### config.mk
export PLATFORM = sky130hd
export DESIGN_NAME = iodc_ctrl
export DESIGN_NICKNAME = d
export VERILOG_FILES = /design/src/inc/iodc_pkg.sv /design/src/verilog/iodc_tick.sv /design/src/verilog/iodc_ctrl.sv
export SDC_FILE = /design/constraint.sdc
export NUM_CORES = 1
export LEC_CHECK = 0
export BUFFER_PORTS_ARGS = -buffer_cell sky130_fd_sc_hd__buf_2
export CORE_MARGIN = 8
export CORE_UTILIZATION = 54
export DETAILED_ROUTE_END_ITERATION = 7
export GPL_TIMING_DRIVEN = 0
export PLACE_DENSITY = 0.82
export SYNTH_ARGS = -nofsm -noshare
export SYNTH_HDL_FRONTEND = slang
export SYNTH_SLANG_ARGS = --single-unit
export TNS_END_PERCENT = 20
### constraint.sdc
create_clock -name clk_sys -period 3.5 [get_ports clk_sys]
set_input_delay 0.525 -clock clk_sys [delete_from_list [all_inputs] [get_ports clk_sys]]
set_output_delay 0.525 -clock clk_sys [all_outputs]
set_load 0.03 [all_outputs]
### src/inc/iodc_pkg.sv
// Package with the map, field layout and timing of the interrupt pin block.
// Operation
// - Interval field 31:24, read/write, reset zero, in 10 us steps.
// - Zero interval write stops gating, clears counter, frees pending.
// - A new non-zero interval applies to every later interrupt.
// - Power event source is never held off by a running interval.
// - Writing one to bit 14 with a non-zero interval clears counter and starts a fresh interval.
// - Bit 13 flags a running interval; enabled interrupts other than the power event are blocked.
// - Bit 12 mirrors the internal line, whatever pin enable or interval.
// - Pin enable bit 8 clear keeps the pin deasserted; status unaffected.
// - Polarity bit 4 selects low or high active pin, push-pull only.
// - Bit 0 selects open-drain when zero, push-pull when one.
// - Source status bits are cleared by software writing one to them.
`default_nettype none
package iodc_pkg;
  // Register byte offsets on the host bus.
  localparam logic [7:0] OFS_PIN_CFG    = 8'h54;
  localparam logic [7:0] OFS_SRC_STATUS = 8'h58;
  localparam logic [7:0] OFS_SRC_ENABLE = 8'h5C;
  // Field positions inside the configuration register.
  localparam int INTERVAL_LSB = 24;
  localparam int INTERVAL_W   = 8;
  localparam int RESTART_BIT  = 14;
  localparam int ACTIVE_BIT   = 13;
  localparam int PENDING_BIT  = 12;
  localparam int PIN_EN_BIT   = 8;
  localparam int POLARITY_BIT = 4;
  localparam int BUF_TYPE_BIT = 0;
  // Reset values.
  localparam logic [7:0]  RST_INTERVAL = 8'h00;
  localparam logic        RST_PIN_EN   = 1'b0;
  localparam logic        RST_POLARITY = 1'b0;
  localparam logic        RST_BUF_TYPE = 1'b0;
  localparam logic [31:0] RST_STATUS   = 32'h00000000;
  localparam logic [31:0] RST_ENABLE   = 32'h00000000;
  // Interval step and the clock it is counted on.
  localparam int STEP_NS      = 10000;
  localparam int CLK_NS       = 50;
  localparam int STEP_CYCLES  = (STEP_NS + CLK_NS - 1) / CLK_NS;
endpackage
`default_nettype wire

### src/verilog/iodc_tick.sv
// Divider that makes the one-cycle interval step enable.
`timescale 1ns/1ps
`default_nettype none
module iodc_tick #(
  parameter int CYCLES = iodc_pkg::STEP_CYCLES
) (
  input  wire logic clk_sys, // System clock.
  input  wire logic reset,   // Asynchronous reset, active high.
  input  wire logic restart, // Realigns the step to an interval start.
  output logic      tick_q   // One-cycle pulse per step.
);
  localparam int W = (CYCLES > 1) ? $clog2(CYCLES) : 1;
  localparam logic [W-1:0] LAST = W'(CYCLES - 1);

  logic [W-1:0] cnt_q;

  // A step shorter than two clocks cannot be told apart from a restart.
  if (CYCLES < 2) begin : g_cycles_check
    $error("iodc_tick needs at least two cycles per step");
  end

  // Restart realigns the phase so an interval always lasts whole steps.
  always_ff @(posedge clk_sys or posedge reset) begin
    if (reset) begin
      cnt_q  <= '0;
      tick_q <= 1'b0;
    end else if (restart) begin
      cnt_q  <= '0;
      tick_q <= 1'b0;
    end else if (cnt_q == LAST) begin
      cnt_q  <= '0;
      tick_q <= 1'b1;
    end else begin
      cnt_q  <= cnt_q + 1'b1;
      tick_q <= 1'b0;
    end
  end
endmodule
`default_nettype wire

### src/verilog/iodc_ctrl.sv
// Interrupt pin controller with deassertion interval timer.
`timescale 1ns/1ps
`default_nettype none
module iodc_ctrl #(
  parameter int NUM_SRC = 8,           // Number of interrupt sources.
  parameter int PWR_IDX = 0,           // Index of the power event source.
  parameter int STEP    = iodc_pkg::STEP_CYCLES // Clocks per 10 us step.
) (
  input  wire logic               clk_sys,      // System clock.
  input  wire logic               reset,        // Async reset, high.
  input  wire logic [7:0]         host_addr,    // Register byte address.
  input  wire logic [31:0]        host_wdata,   // Write data.
  input  wire logic               host_wr,      // Write strobe, one cycle.
  input  wire logic               host_rd,      // Read strobe, one cycle.
  output logic      [31:0]        host_rdata_q, // Read data, next cycle.
  input  wire logic [NUM_SRC-1:0] src_event,    // Source event pulses.
  output logic                    irq_out_q,    // Pin output level.
  output logic                    irq_oe_q      // Pin output enable.
);
  // Parameters that the logic cannot serve stop the build.
  if (NUM_SRC < 1 || NUM_SRC > 32) begin : g_num_check
    $error("iodc_ctrl supports 1 to 32 sources");
  end
  if (PWR_IDX < 0 || PWR_IDX >= NUM_SRC) begin : g_pwr_check
    $error("iodc_ctrl power event index out of range");
  end

  localparam int LSB = iodc_pkg::INTERVAL_LSB;
  localparam int W   = iodc_pkg::INTERVAL_W;

  logic [W-1:0]       deas_q;
  logic               pin_en_q;
  logic               pol_q;
  logic               type_q;
  logic [NUM_SRC-1:0] status_q;
  logic [NUM_SRC-1:0] enable_q;
  logic               active_q;
  logic [W-1:0]       cnt_q;
  logic               asserted_q;
  logic               tick;

  // Decoded write strobes.
  logic wr_cfg;
  logic wr_sts;
  logic wr_en;
  assign wr_cfg = host_wr && (host_addr == iodc_pkg::OFS_PIN_CFG);
  assign wr_sts = host_wr && (host_addr == iodc_pkg::OFS_SRC_STATUS);
  assign wr_en  = host_wr && (host_addr == iodc_pkg::OFS_SRC_ENABLE);

  // Fields of the incoming configuration write.
  logic [W-1:0] wr_deas;
  logic         wr_restart;
  assign wr_deas    = host_wdata[LSB +: W];
  assign wr_restart = host_wdata[iodc_pkg::RESTART_BIT];

  // Internal line and the power event that bypasses the interval.
  logic master;
  logic pwr_pend;
  assign master   = |(status_q & enable_q);
  assign pwr_pend = status_q[PWR_IDX] && enable_q[PWR_IDX];

  // Pin request: gated sources only outside an interval.
  logic asserted_d;
  assign asserted_d = pin_en_q &&
                      ((master && !active_q) || pwr_pend);

  // Interval start events and the effective length.
  logic         zero_wr;
  logic [W-1:0] deas_nxt;
  logic         restart_go;
  logic         release_go;
  logic         start;
  logic         expired;
  assign zero_wr    = wr_cfg && (wr_deas == '0);
  assign deas_nxt   = wr_cfg ? wr_deas : deas_q;
  assign restart_go = wr_cfg && wr_restart && (wr_deas != '0);
  assign release_go = asserted_q && !asserted_d && (deas_nxt != '0);
  assign start      = !zero_wr && (restart_go || release_go);
  // The live field is compared, so a rewrite shortens or lengthens at once.
  assign expired    = (cnt_q >= deas_q) ||
                      (tick && (cnt_q + 1'b1 >= deas_q));

  iodc_tick #(
    .CYCLES (STEP)
  ) u_tick (
    .clk_sys (clk_sys),
    .reset   (reset),
    .restart (start),
    .tick_q  (tick)
  );

  // Configuration fields; reserved bits are simply not stored.
  always_ff @(posedge clk_sys or posedge reset) begin
    if (reset) begin
      deas_q   <= iodc_pkg::RST_INTERVAL;
      pin_en_q <= iodc_pkg::RST_PIN_EN;
      pol_q    <= iodc_pkg::RST_POLARITY;
      type_q   <= iodc_pkg::RST_BUF_TYPE;
    end else if (wr_cfg) begin
      deas_q   <= wr_deas;
      pin_en_q <= host_wdata[iodc_pkg::PIN_EN_BIT];
      pol_q    <= host_wdata[iodc_pkg::POLARITY_BIT];
      type_q   <= host_wdata[iodc_pkg::BUF_TYPE_BIT];
    end
  end

  // Sticky source status; a new event wins over a same-cycle clear.
  logic [NUM_SRC-1:0] clr_mask;
  assign clr_mask = wr_sts ? host_wdata[NUM_SRC-1:0] : '0;
  always_ff @(posedge clk_sys or posedge reset) begin
    if (reset) begin
      status_q <= iodc_pkg::RST_STATUS[NUM_SRC-1:0];
    end else begin
      status_q <= (status_q & ~clr_mask) | src_event;
    end
  end

  // Source enables.
  always_ff @(posedge clk_sys or posedge reset) begin
    if (reset) begin
      enable_q <= iodc_pkg::RST_ENABLE[NUM_SRC-1:0];
    end else if (wr_en) begin
      enable_q <= host_wdata[NUM_SRC-1:0];
    end
  end

  // Interval timer; a zero write takes priority over any start.
  always_ff @(posedge clk_sys or posedge reset) begin
    if (reset) begin
      active_q <= 1'b0;
      cnt_q    <= '0;
    end else if (zero_wr) begin
      active_q <= 1'b0;
      cnt_q    <= '0;
    end else if (start) begin
      active_q <= 1'b1;
      cnt_q    <= '0;
    end else if (active_q && expired) begin
      active_q <= 1'b0;
      cnt_q    <= '0;
    end else if (active_q && tick) begin
      cnt_q    <= cnt_q + 1'b1;
    end
  end

  // Pin driver. Open-drain only pulls low; push-pull honours polarity.
  // With the pin disabled, push-pull still drives the idle level so the
  // host input never floats.
  always_ff @(posedge clk_sys or posedge reset) begin
    if (reset) begin
      asserted_q <= 1'b0;
      irq_out_q  <= 1'b0;
      irq_oe_q   <= 1'b0;
    end else begin
      asserted_q <= asserted_d;
      if (type_q) begin
        irq_out_q <= pol_q ? asserted_d : !asserted_d;
        irq_oe_q  <= 1'b1;
      end else begin
        irq_out_q <= 1'b0;
        irq_oe_q  <= asserted_d;
      end
    end
  end

  // Read mux; restart bit and reserved bits read zero.
  logic [31:0] rd_cfg;
  logic [31:0] rd_sts;
  logic [31:0] rd_en;
  always_comb begin
    rd_cfg = '0;
    rd_cfg[LSB +: W]                 = deas_q;
    rd_cfg[iodc_pkg::ACTIVE_BIT]     = active_q;
    rd_cfg[iodc_pkg::PENDING_BIT]    = master;
    rd_cfg[iodc_pkg::PIN_EN_BIT]     = pin_en_q;
    rd_cfg[iodc_pkg::POLARITY_BIT]   = pol_q;
    rd_cfg[iodc_pkg::BUF_TYPE_BIT]   = type_q;
    rd_sts = '0;
    rd_sts[NUM_SRC-1:0] = status_q;
    rd_en = '0;
    rd_en[NUM_SRC-1:0] = enable_q;
  end

  // Unmapped reads return zero.
  always_ff @(posedge clk_sys or posedge reset) begin
    if (reset) begin
      host_rdata_q <= '0;
    end else if (host_rd) begin
      case (host_addr)
        iodc_pkg::OFS_PIN_CFG:    host_rdata_q <= rd_cfg;
        iodc_pkg::OFS_SRC_STATUS: host_rdata_q <= rd_sts;
        iodc_pkg::OFS_SRC_ENABLE: host_rdata_q <= rd_en;
        default:                  host_rdata_q <= '0;
      endcase
    end
  end
endmodule
`default_nettype wire

* Word-level counts from Yosys, hierarchy flattened
Cells that the tools add are included. Widths: inputs -> output; s select.
Storage, ports and cells: register bits after elaboration 80, output and inout bits 34, logic and storage cells 70
Cells by class: $add $sub $neg 2, magnitude comparators 2, equality and inequality tests 4, muxes and demuxes 17, bitwise logic cells 4, reduce and logical (&&, ||, !) cells 27
Operator list (count):
- $pmux 32 s3 | 1
- $mux 8 | 8
- $eq 8x7->1 const B | 3
- $add 8x1->8 const B | 2
- $and 8x8->8 | 2
- $ge 8x8->1 | 2
- $reduce_bool 8->1 | 2
- $logic_and 1x1->1 | 15
- $eq 8x8->1 const B | 1
- $logic_not 8->1 | 1
- $mux 1 | 8
- $not 8->8 | 1
- $or 8x8->8 | 1
- $reduce_or 8->1 | 1
- $reduce_bool 4->1 | 1
- $logic_not 1->1 | 3
- $logic_or 1x1->1 | 3
- $reduce_bool 3->1 | 1

* Depth between registers and ports, before layout
Gate-level depths: netlist of run 1.
depth in word-level cells 12, mapped depth 12, depth with buffers taken out 11

* By module
A second synthesis of run 1 with hierarchy kept.
Second synthesis, totals: cells, all modules 351, area, all modules 3512.1 um^2
Modules (own cells, without submodules):
- iodc_ctrl | times used 1, cells each 310, area each 3085.5 um^2, seq. area each 1451.4 um^2
- iodc_tick | times used 1, cells each 41, area each 426.7 um^2, seq. area each 225.2 um^2

* Least setup slack after synthesis of run 1
Ideal clock, no wire load.
kind reg-to-reg, start point reg cnt_q[0], end point reg cnt_q[5], library setup time 0.082 ns, arrival time 2.648 ns, required time 3.418 ns, path slack 0.770 ns, stages on the path, launching flop included 13, buffers on the path 1, cells stage by stage dfrtp_1 -> ha_1 -> and3_1 -> and3_1 -> xor2_1 -> ha_1 -> nand3_1 -> o22ai_1 -> a211oi_1 -> clkbuf_1 -> and4_1 -> nand3b_1 -> a31oi_1
On the way: cells in the longest elaborated chain, start to end 8, elaborated cells on any way between the ends 11
RTL lines:
- from (decl) | RTL line iodc_ctrl.sv:38 | logic [W-1:0] cnt_q;
- from (signal assigned) | RTL line iodc_ctrl.sv:142 | cnt_q <= cnt_q + 1'b1;
- $add 8x1->8 | RTL line iodc_ctrl.sv:81, iodc_ctrl.sv:142
- $ge 8x8->1 | RTL line iodc_ctrl.sv:81 | (tick && (cnt_q + 1'b1 >= deas_q));
- $logic_and 1x1->1 | RTL line iodc_ctrl.sv:81
- $logic_or 1x1->1 | RTL line iodc_ctrl.sv:80 | assign expired = (cnt_q >= deas_q) ||
- $logic_and 1x1->1 | RTL line iodc_ctrl.sv:138 | end else if (active_q && expired) begin
- $mux 8 | RTL line iodc_ctrl.sv:138
- $mux 8 | RTL line iodc_ctrl.sv:135 | end else if (start) begin
- $mux 8 | RTL line iodc_ctrl.sv:132 | end else if (zero_wr) begin
Parallel ways exist; a longest one is shown, timed or not. The select of a mux whose other input is x is not followed. A chain may end at the register's enable or synchronous reset.

* Worst setup path in the final report of run 1
start point reg cnt_q[2], end point reg cnt_q[4]
The elaborated chain is that of the path after synthesis.

==> results of run 1 <==
-- report_power, final --
part / leakage (nW) / switching, mW / internal (mW) / total (mW)
combinational: 1.16 / 0.478 / 0.376 / 0.854
clock: 0.106 / 0.302 / 0.423 / 0.725
sequential: 0.810 / 0.127 / 0.866 / 0.993
-- critical path, stage by stage (launching register included) --
cell and delay [ps]:
dfrtp_1 480, nand3_1 200, nor2_1 310, nand3_1 200, xnor2_1 170, ha_1 300
a21oi_1 170, o22ai_1 90, a211oi_1 280, clkbuf_2 290, and4_1 330, nand3b_1 100
a31oi_1 180
-- worst paths after layout --
check | startpoint | to | slack [ps] | cells after the start
setup reg to reg | cnt_q[2] | cnt_q[4] | 310 | 12
min in group clk_sys | src_event[3] | status_q[3] | 350 | 2
hold / removal | reset | cnt_q[6] | 350 | 2
setup / recovery | cnt_q[2] | cnt_q[4] | 310 | 12
hold reg to reg | u_tick.cnt_q[0] | u_tick.cnt_q[0] | 480 | 1
max in group asynchronous | reset | status_q[5] | 2520 | 3
-- what timing repair did --
item / 4_1_cts / 5_1_grt
setup endpoints to repair: 0 / 5
hold buffers: 0 / 0
gates resized for setup: 0 / 2
-- layout by cell type (no fill, tap or decap), types with 2 or more instances in the layout --
cell	instances
nand2b_1	9
nand3_1	10
nor2_1	9
mux2i_1	6
and3_1	6
nand2_1	41
clkbuf_1	9
buf_4	13
nand4_1	8
xor2_1	9
or3_1	3
and2_1	2
ha_1	18
conb_1	13
o211ai_1	3
a211o_1	2
buf_2	57
nor2_2	5
a22oi_1	5
inv_1	32
o22ai_1	9
bufinv_16	2
a31oi_1	8
clkinvlp_4	2
a21oi_1	4
xnor2_1	4
o21ai_0	20
o2111ai_1	2
clkbuf_8	10
dfrtp_1	67
nor4_1	4
a21o_1	8
a211oi_1	3
nand3b_1	4
buf_6	2
mux2_2	14
-- flip-flops by register name, indices dropped and copies added, names as in the netlist --
| register | cells |
|---|---|
| irq_oe_q | 1 |
| pol_q | 1 |
| deas_q | 8 |
| enable_q | 8 |
| type_q | 1 |
| irq_out_q | 1 |
| active_q | 1 |
| u_tick.tick_q | 1 |
| pin_en_q | 1 |
| u_tick.cnt_q | 8 |
| cnt_q | 8 |
| host_rdata_q | 19 |
| asserted_q | 1 |
| status_q | 8 |
-- stage by stage --
stage	hold slack, ps	util, %
finish	351	66.7
CTS	342	66.7
floorplan	434	-
detailed placement	456	63.2
global placement	448	62.9
global route	337	66.7
-- layer usage --
layer,wire [µm],vias to the layer above,track usage (%)
li1,-,1407,-
met1,3630,1397,21.7
met2,4120,99,30.0
met3,486,12,5.26
met4,138,0,5.94
met5,0,-,0
-- kinds of logic (layout without fill, tap and decap cells) --
family,count (synthesis),in the layout,share of synthesized area (%)
and+or+nand+nor,112,112,16.5
AOI/OAI and AO/OA,70,70,12.8
DFF,67,67,46.7
buffers and inverters,58,132,7.85
muxes,21,21,6.49
adders and majority gates,18,18,6.28
xor gates and xnor gates,13,13,3.17
other,1,13,0.105
-- layout make-up --
type / instances / area, µm²
repair buffers: 58 / 305
inverters: 33 / 124
plain buffers: 25 / 159
well taps: 77 / 96.3
clock buffers: 11 / 141
multi-input cells: 247 / 1670
flip-flops and latches: 67 / 1680
clock inverters: 5 / 83.8
fillers: 507 / 2130
==> impl_results.md, run 1 <==
- Status: finished clean
- RSZ-0062 raised after global routing: false
- Placed instance count: 507
- Yosys warnings: 0
- Initial antenna violation count: 0
- Avg Vias per Cell: 5.57
- Finished Cell Area: 4260 µm²
- Worst endpoint required time: 3750 ps
- Top-area cell type share of the netlist area: 46.7%
- Synth area leader: dfrtp_1
- Setup tns final: 0 ps
- Top FF cell, synth: dfrtp_1
- Rel. slew slack: 43.1%
- Number of CTS-inserted buffers: 9
- Ratio of cells with drive above 1 in the final layout: 26.2%
- Postcts setup bufs: 0
- IR drop worst, VDD: 323 µV
- Post-synth EDFFs: 0
- Final WS setup: 307 ps
- HPWL Detailed: 6300 µm
- Synth area leaders: dfrtp_1 47%, ha_1 6.3%, mux2_2 4.4%
- Layout Nets: 511
- Die ar.: 9510 µm²
- Initial DRC count: 190
- Final Critical Period: 3190 ps
- CTS Sinks: 67
- Cell Pwr Density: 604 nW/µm²
- DP Area: 4030 µm²
- Max-cap viol count: 0
- Vias: 2915
- Yosys cell types: 51
- Detail Route Antenna Nets: 0
- Largest fanout on the critical path: 10
- Wire per inst: 16.0 µm
- First-pass GRT wire length: 14400 µm
- Register bit count reported by yosys: 67
- CP Class: reg -> reg
- Pin count of the biggest net entering global routing: 41
- Core footprint: 6390 µm²
- GP Congestion: 0.885
- Worst setup SP type: flip-flop
- Synth async-reset ratio: 100%
- Layout area overhead: 18.8%
- Critical path endpoint category: flip-flop
- Lkg Pwr: 2.08 nW
- Number of global-route vias before repair: 3039
- Fin. max-slew vios: 0
- Clock skew: 16.9 ps
- Synthesized instance count: 360
- Die Wd: 97.5 µm
- Final Non-Filler Cells: 523
- Number of remaining DRC errors: 0
- Worst slack, placed: 260 ps
- Clk pin slew, worst setup/hold paths: 80 ps
- Gr ovfl total: 0
- TritonCTS clock tree: built
- Max Fclk: 313 MHz
- Die H: 97.5 µm
- Slew @ Worst Pin: 853 ps
- Clock Latency Late Sink: 350 ps
- Port Buf Inserts: 57
- Fin crit share: 91.2%
- Clock tree buffer depth: 2
- Worst Hold Class: in -> async
- Root Driver: clkbuf_8
- Register area share after synthesis: 46.7%
- Post-Syn Area: 3590 µm²
- Most common cell in the synthesized netlist: dfrtp_1
- Initial Utilization: 56.2%
- Core Rows: 29
- Boundary Pins: 86
- Mean Syn Cell Area: 9.96 µm²
- Final WL: 8370 µm
- Final total power: 2.57 mW
- Synth cell count leaders: 67 x dfrtp_1, 41 x nand2_1, 33 x inv_1, 20 x o21ai_0, 18 x ha_1
- H-tree level count: 3
- GRT Overall Usage: 18.0%
- DR pass1 iterations: 4
- # setup viols final: 0
- Final Hold Fails: 0
- Number of diodes: 0
- Arr. time, crit path: 3440 ps
Note: power is estimated with default switching activity, not from simulation.
==> run 2, diff against run 1 <==
--- a/config.mk
+++ b/config.mk
@@ -5,12 +5,12 @@
 export SDC_FILE = /design/constraint.sdc
 export NUM_CORES = 1
 export LEC_CHECK = 0
-export BUFFER_PORTS_ARGS = -buffer_cell sky130_fd_sc_hd__buf_2
 export CORE_MARGIN = 8
-export CORE_UTILIZATION = 54
+export CORE_UTILIZATION = 60
 export DETAILED_ROUTE_END_ITERATION = 7
+export DONT_BUFFER_PORTS = 1
 export GPL_TIMING_DRIVEN = 0
-export PLACE_DENSITY = 0.82
+export PLACE_DENSITY = 0.78
 export SYNTH_ARGS = -nofsm -noshare
 export SYNTH_HDL_FRONTEND = slang
 export SYNTH_SLANG_ARGS = --single-unit
==> run 2 against run 1 <==
Flip-flop and latch count is the same. Sequential share of layout area grew 2.9 points. Wire length shrank 6.2%. Critical path depth is the same. Clock skew shrank 11 ps. Total power shrank 1.4%.
==> impl_results.md, run 2 (synthesized netlist as in run 1, its figures left out) <==
- Area occupied by registers: 1680 µm² (about the same)
- Vias: 2682 (-8.0%)
- Min Hold Slack: 183 ps (-168 ps)
- Fin. max-slew vios: 0 (unchanged)
- Max stage delay on crit path: 440 ps (-40 ps)
- Boundary Pins: 86 (unchanged)
- Worst endpoint required time: 3760 ps (about the same)
- Number of diodes: 0 (unchanged)
- Final Hold Fails: 0 (unchanged)
- Number of global-route vias before repair: 2724 (-10%)
- IR drop worst, VDD: 438 µV (+35%)
- Clock skew: 6.27 ps (-10.7 ps)
- Pint: 1.63 mW (-2.1%)
- Final total power: 2.54 mW (-1.4%)
- Initial Utilization: 61.3% (+5.1 points)
- Final WL: 7850 µm (-6.2%)
- Fin crit share: 89.1% (-2.2 points)
- Layout area overhead: 10.6%
- First-pass GRT wire length: 13300 µm (-7.6%)
- H-tree level count: 3 (unchanged)
- GRT Overall Usage: 19.1% (+1.1 points)
- Critical path endpoint category: flip-flop
- Worst Hold Class: in -> async
- Initial antenna violation count: 0 (unchanged)
- Clk pwr share: 28.1% (about the same)
- Net switching power: 0.906 mW (-0.18%)
- Pin count of the biggest net entering global routing: 36 (-12%)
- Ratio of cells with drive above 1 in the final layout: 15.9% (-10 points)
- Multi-input logic area: 1680 µm² (+0.15%)
- Layout Nets: 454 (-11%)
- Largest fanout on the critical path: 10 (unchanged)
- Setup tns final: 0 ps (unchanged)
- DR pass1 iterations: 4 (unchanged)
- Detail Route Antenna Nets: 0 (unchanged)
- Max Fclk: 321 MHz (+2.4%)
- Number of CTS-inserted buffers: 9 (unchanged)
- Worst slack, placed: 286 ps (+25.6 ps)
- Most flop-heavy register: host_rdata_q
- HPWL Detailed: 5910 µm (-6.2%)
- Root Driver: clkbuf_8
- Die Wd: 93.3 µm (-4.3%)
- Most frequent cells in the layout: 66 x dfrtp_1, 41 x nand2_1, 32 x inv_1
- Slew @ Worst Pin: 736 ps (-117 ps)
- Final WS setup: 383 ps (+75.3 ps)
- Die ar.: 8710 µm² (-8.4%)
- Most common cell on crit path: nand3_1
- Max FFs per register: 19 (unchanged)
- GP Congestion: 0.855 (-3.4%)
- Lkg Pwr: 1.81 nW (-13%)
- Clock tree buffer depth: 2 (unchanged)
- Max-cap viol count: 0 (unchanged)
- Status: finished clean
- Sequential share of power: 39.4% (+0.8 points)
- Finished Cell Area: 3970 µm² (-6.9%)
- Worst setup SP type: flip-flop
- CTS Sinks: 67 (unchanged)
- Sw frac: 35.7% (+0.45 points)
- Clk pin slew, worst setup/hold paths: 70 ps (about the same)
- DP Area: 3750 µm² (-7.1%)
- CP Class: reg -> reg
- Avg Vias per Cell: 5.78 (+3.7%)
- Hold Buf Count CTS: 0 (unchanged)
- Core footprint: 5850 µm² (-8.4%)
- Rel. slew slack: 50.8% (+7.8 points)
- TritonCTS clock tree: built
- Gr ovfl total: 0 (unchanged)
- Die H: 93.3 µm (-4.3%)
- RSZ-0062 raised after global routing: false
- Core Rows: 28 (-3.4%)
- Final Critical Period: 3120 ps (-75.3 ps)
- Port Buf Inserts: 0 (-100%)
- Initial DRC count: 108 (-43%)
- Critical path's slowest cell: dfrtp_2
- CP cell instances: nand3_1 > nor2_2 > nand3_1 > xnor2_1 > ha_1 > a21oi_1 > o22ai_1 > a211oi_1 > buf_2 > and4_1 > nand3b_1 > a31oi_1
- Gate power share: 32.4% (-0.8 points)
- Arr. time, crit path: 3380 ps (-60 ps)
- # setup viols final: 0 (unchanged)
- Cell Pwr Density: 639 nW/µm² (+5.8%)
- Commonest non-fill, non-tap cell in the layout: dfrtp_1
- Wire per inst: 16.9 µm (+5.7%)
- Clock Latency Late Sink: 350 ps (about the same)
- Fill cells: 444 (-12%)
- Number of remaining DRC errors: 0 (unchanged)
## run 2: cell types whose count changed in the layout (fill, tap and decap cells not counted), sizes merged
cell and delta:
buf -56, clkbuf -2, clkinv +1
## run 2: cell type report
type                            count  area share, %
Sequential cell                    67           42.3
Buffer                             25           4.01
Multi-Input combinational cell    247           42.3
Clock inverter                      6           2.24
Tap cell                           75           2.37
Inverter                           33           3.12
Timing Repair Buffer                1          0.505
Clock buffer                       10           3.22
## run 2: power by group through the flow
stage               Sequential, mW  Clock [mW]  Combinational [mW]
floorplan                    0.974           0               0.658
global placement              1.01           0               0.765
detailed placement            1.01           0               0.803
CTS                          0.997       0.720               0.815
global route                  1.02       0.758               0.933
finish                        1.00       0.714               0.822
## run 2: final timing paths
path	endpoint	from	slack [ps]	depth (start not counted)
min in group clk_sys	status_q[2]	src_event[2]	270	1
hold reg to reg	u_tick.cnt_q[0]	u_tick.cnt_q[0]	460	1
hold / removal	u_tick.cnt_q[0]	reset	180	1
max in group asynchronous	enable_q[5]	reset	2700	2
setup reg to reg	cnt_q[5]	cnt_q[2]	380	12
setup / recovery	cnt_q[5]	cnt_q[2]	380	12
## run 2: worst max-delay path, delay by kind of cell (launching register included)
family	cells	cell delay (ps)
flip-flops	1	440
XOR/XNOR	1	220
adder cells (fa/ha/maj)	1	280
buffers and inverters	1	280
AO/OA/AOI/OAI	4	710
AND/OR/NAND/NOR	5	1090
## run 2: routing by layer
layer | GRT usage (%) | up-vias | wire [µm]
met5 | 0 | - | 0
met3 | 6.65 | 12 | 628
met4 | 6.58 | 0 | 110
met2 | 29.8 | 96 | 3720
li1 | - | 1282 | -
met1 | 24.1 | 1292 | 3390
## run 2: per-stage QoR
stage               utilization [%]  instances
finish                         67.8        464
global route                   67.8        464
CTS                            67.7        464
detailed placement             64.0        448
global placement               63.7        447
floorplan                         -        372
## run 2: repair_timing
action	4_1_cts	5_1_grt
endpoints found under the setup margin	0	5
gates resized for setup	0	5
setup buffers	0	0
==> run 3, diff against run 2 <==
--- a/config.mk
+++ b/config.mk
@@ -6,11 +6,11 @@
 export NUM_CORES = 1
 export LEC_CHECK = 0
 export CORE_MARGIN = 8
-export CORE_UTILIZATION = 60
+export CORE_UTILIZATION = 30
 export DETAILED_ROUTE_END_ITERATION = 7
 export DONT_BUFFER_PORTS = 1
 export GPL_TIMING_DRIVEN = 0
-export PLACE_DENSITY = 0.78
+export PLACE_DENSITY = 0.46
 export SYNTH_ARGS = -nofsm -noshare
 export SYNTH_HDL_FRONTEND = slang
 export SYNTH_SLANG_ARGS = --single-unit
==> run 3 against run 2 <==
Sequential share of layout area down 1.6 points. Flip-flop and latch count stayed put. Highest routed layer unchanged. Global-route usage fell by 7.4 points.
==> impl_results.md, run 3 (synthesized netlist as in run 1, its figures left out) <==
- Status: finished clean
- Commonest non-fill, non-tap cell in the layout: dfrtp_1
- Die Wd: 125 µm (+34%)
- Cell Pwr Density: 661 nW/µm² (+3.4%)
- Grt peak-use layer: met2
- Core Rows: 40 (+43%)
- Slew @ Worst Pin: 845 ps (+109 ps)
- RSZ-0062 raised after global routing: false
- Die ar.: 15700 µm² (+80%)
- Rel. slew slack: 43.7% (-7.2 points)
- Number of CTS-inserted buffers: 9 (unchanged)
- # resized after CTS: 0 (unchanged)
- Initial DRC count: 124 (+15%)
- Met3 Use GR: 4.50% (-2.1 points)
- GRT Overall Usage: 11.7% (-7.4 points)
- H-tree level count: 3 (unchanged)
- Setup tns final: 0 ps (unchanged)
- Core footprint: 11900 µm² (+100%)
- TritonCTS clock tree: built
- Ratio of cells with drive above 1 in the final layout: 15.0% (-0.95 points)
- Final Critical Period: 3090 ps (-28.3 ps)
- CTS Sinks: 67 (unchanged)
- Fin. max-slew vios: 0 (unchanged)
- Detail Route Antenna Nets: 0 (unchanged)
- Boundary Pins: 86 (unchanged)
- Fin crit share: 88.3% (-0.81 points)
- Port Buf Inserts: 0 (unchanged)
- Met1 GRT Util: 14.0% (-10 points)
- Largest fanout on the critical path: 10 (unchanged)
- GP Congestion: 0.755 (-12%)
- Routing usage on met2: 18.2% (-12 points)
- Worst setup SP type: flip-flop
- Root Driver: clkbuf_16
- Clock tree buffer depth: 2 (unchanged)
- Avg Vias per Cell: 4.92 (-15%)
- Layout Nets: 453 (-0.22%)
- Postcts setup bufs: 0 (unchanged)
- Initial antenna violation count: 0 (unchanged)
- First-pass GRT wire length: 14500 µm (+9.1%)
- Die H: 125 µm (+34%)
- Pin count of the biggest net entering global routing: 68 (+89%)
- Most frequent cells in the layout: 67 x dfrtp_1, 41 x nand2_1, 32 x inv_1
- Clock Latency Late Sink: 330 ps (-20 ps)
- Number of global-route vias before repair: 2648 (-2.8%)
- Wire per inst: 16.7 µm (-1.5%)
- Clk pin slew, worst setup/hold paths: 50 ps (-20 ps)
- Vias: 2628 (-2.0%)
- Clock skew: 4.16 ps (-2.11 ps)
- Arr. time, crit path: 3340 ps (-40 ps)
- Number of remaining DRC errors: 0 (unchanged)
- DR pass1 iterations: 4 (unchanged)
- Lkg Pwr: 1.85 nW (+1.9%)
- Initial Utilization: 30.2% (-31 points)
- CP Class: reg -> reg
- Gr ovfl total: 0 (unchanged)
- Final Hold Fails: 0 (unchanged)
- Max Fclk: 324 MHz (+0.92%)
- Max FFs per register: 19 (unchanged)
- # setup viols final: 0 (unchanged)
- Hold Buf Count CTS: 0 (unchanged)
- Final Util: 34.7% (-33 points)
- Number of diodes: 0 (unchanged)
- Final WL: 8900 µm (+13%)
- Worst endpoint required time: 3750 ps (about the same)
- Critical path endpoint category: flip-flop
- Layout area overhead: 14.8%
- Worst Hold Class: in -> async
- IR drop worst, VDD: 258 µV (-41%)
- Most flop-heavy register: host_rdata_q
- Max-cap viol count: 0 (unchanged)
- HPWL Detailed: 6650 µm (+13%)
-- run 3: worst max-delay path: stages, from the launching register on --
cell	delay [ps]
dfrtp_1	480
nand3_1	210
nor2_2	260
nand3_1	160
xnor2_1	160
ha_1	300
a21oi_1	170
o22ai_1	90
a211oi_1	260
clkbuf_2	290
and4_1	340
nand3b_1	120
a31oi_1	170
-- run 3: metrics by stage --
| step | worst slack, ps | area, µm² | hold slack (ps) | power (mW) | std cells |
|---|---|---|---|---|---|
| finish | 411 | 4120 | 254 | 2.72 | 534 |
| global route | 80.0 | 4120 | 275 | 2.91 | 534 |
| CTS | 194 | 4110 | 274 | 2.74 | 534 |
| detailed placement | 245 | 3820 | 456 | 1.82 | 519 |
| global placement | 192 | 3820 | 449 | 1.81 | 519 |
| floorplan | 770 | 3630 | 434 | 1.63 | 372 |
-- run 3: power breakdown --
part,switching (mW),total [mW],internal (mW)
sequential,0.129,0.998,0.868
clock,0.320,0.905,0.585
combinational,0.460,0.819,0.359
total,0.909,2.72,1.81
-- run 3: path summary, 6_finish.rpt --
kind	from	end	slack (ps)	cells after the start
setup reg to reg	cnt_q[2]	cnt_q[6]	410	12
hold / removal	reset	u_tick.cnt_q[3]	250	1
setup / recovery	cnt_q[2]	cnt_q[6]	410	12
min in group clk_sys	src_event[5]	status_q[5]	280	1
max in group asynchronous	reset	host_rdata_q[28]	2710	1
hold reg to reg	u_tick.cnt_q[0]	u_tick.cnt_q[0]	460	1
-- run 3: final cells by class --
type / count / area, µm²
buffer: 25 / 159
clock buffer: 13 / 260
clock inverter: 2 / 35.0
fill: 1210 / 7740
inverter: 33 / 126
multi-input combinational: 247 / 1680
sequential: 67 / 1680
tap: 147 / 184
-- run 3: per-layer routing --
metal  part of all wire, %  up-vias
met1                    46     1275
met3                   6.6       10
met4                   1.9        0
met2                    46       58
li1                      -     1285
met5                     0        -
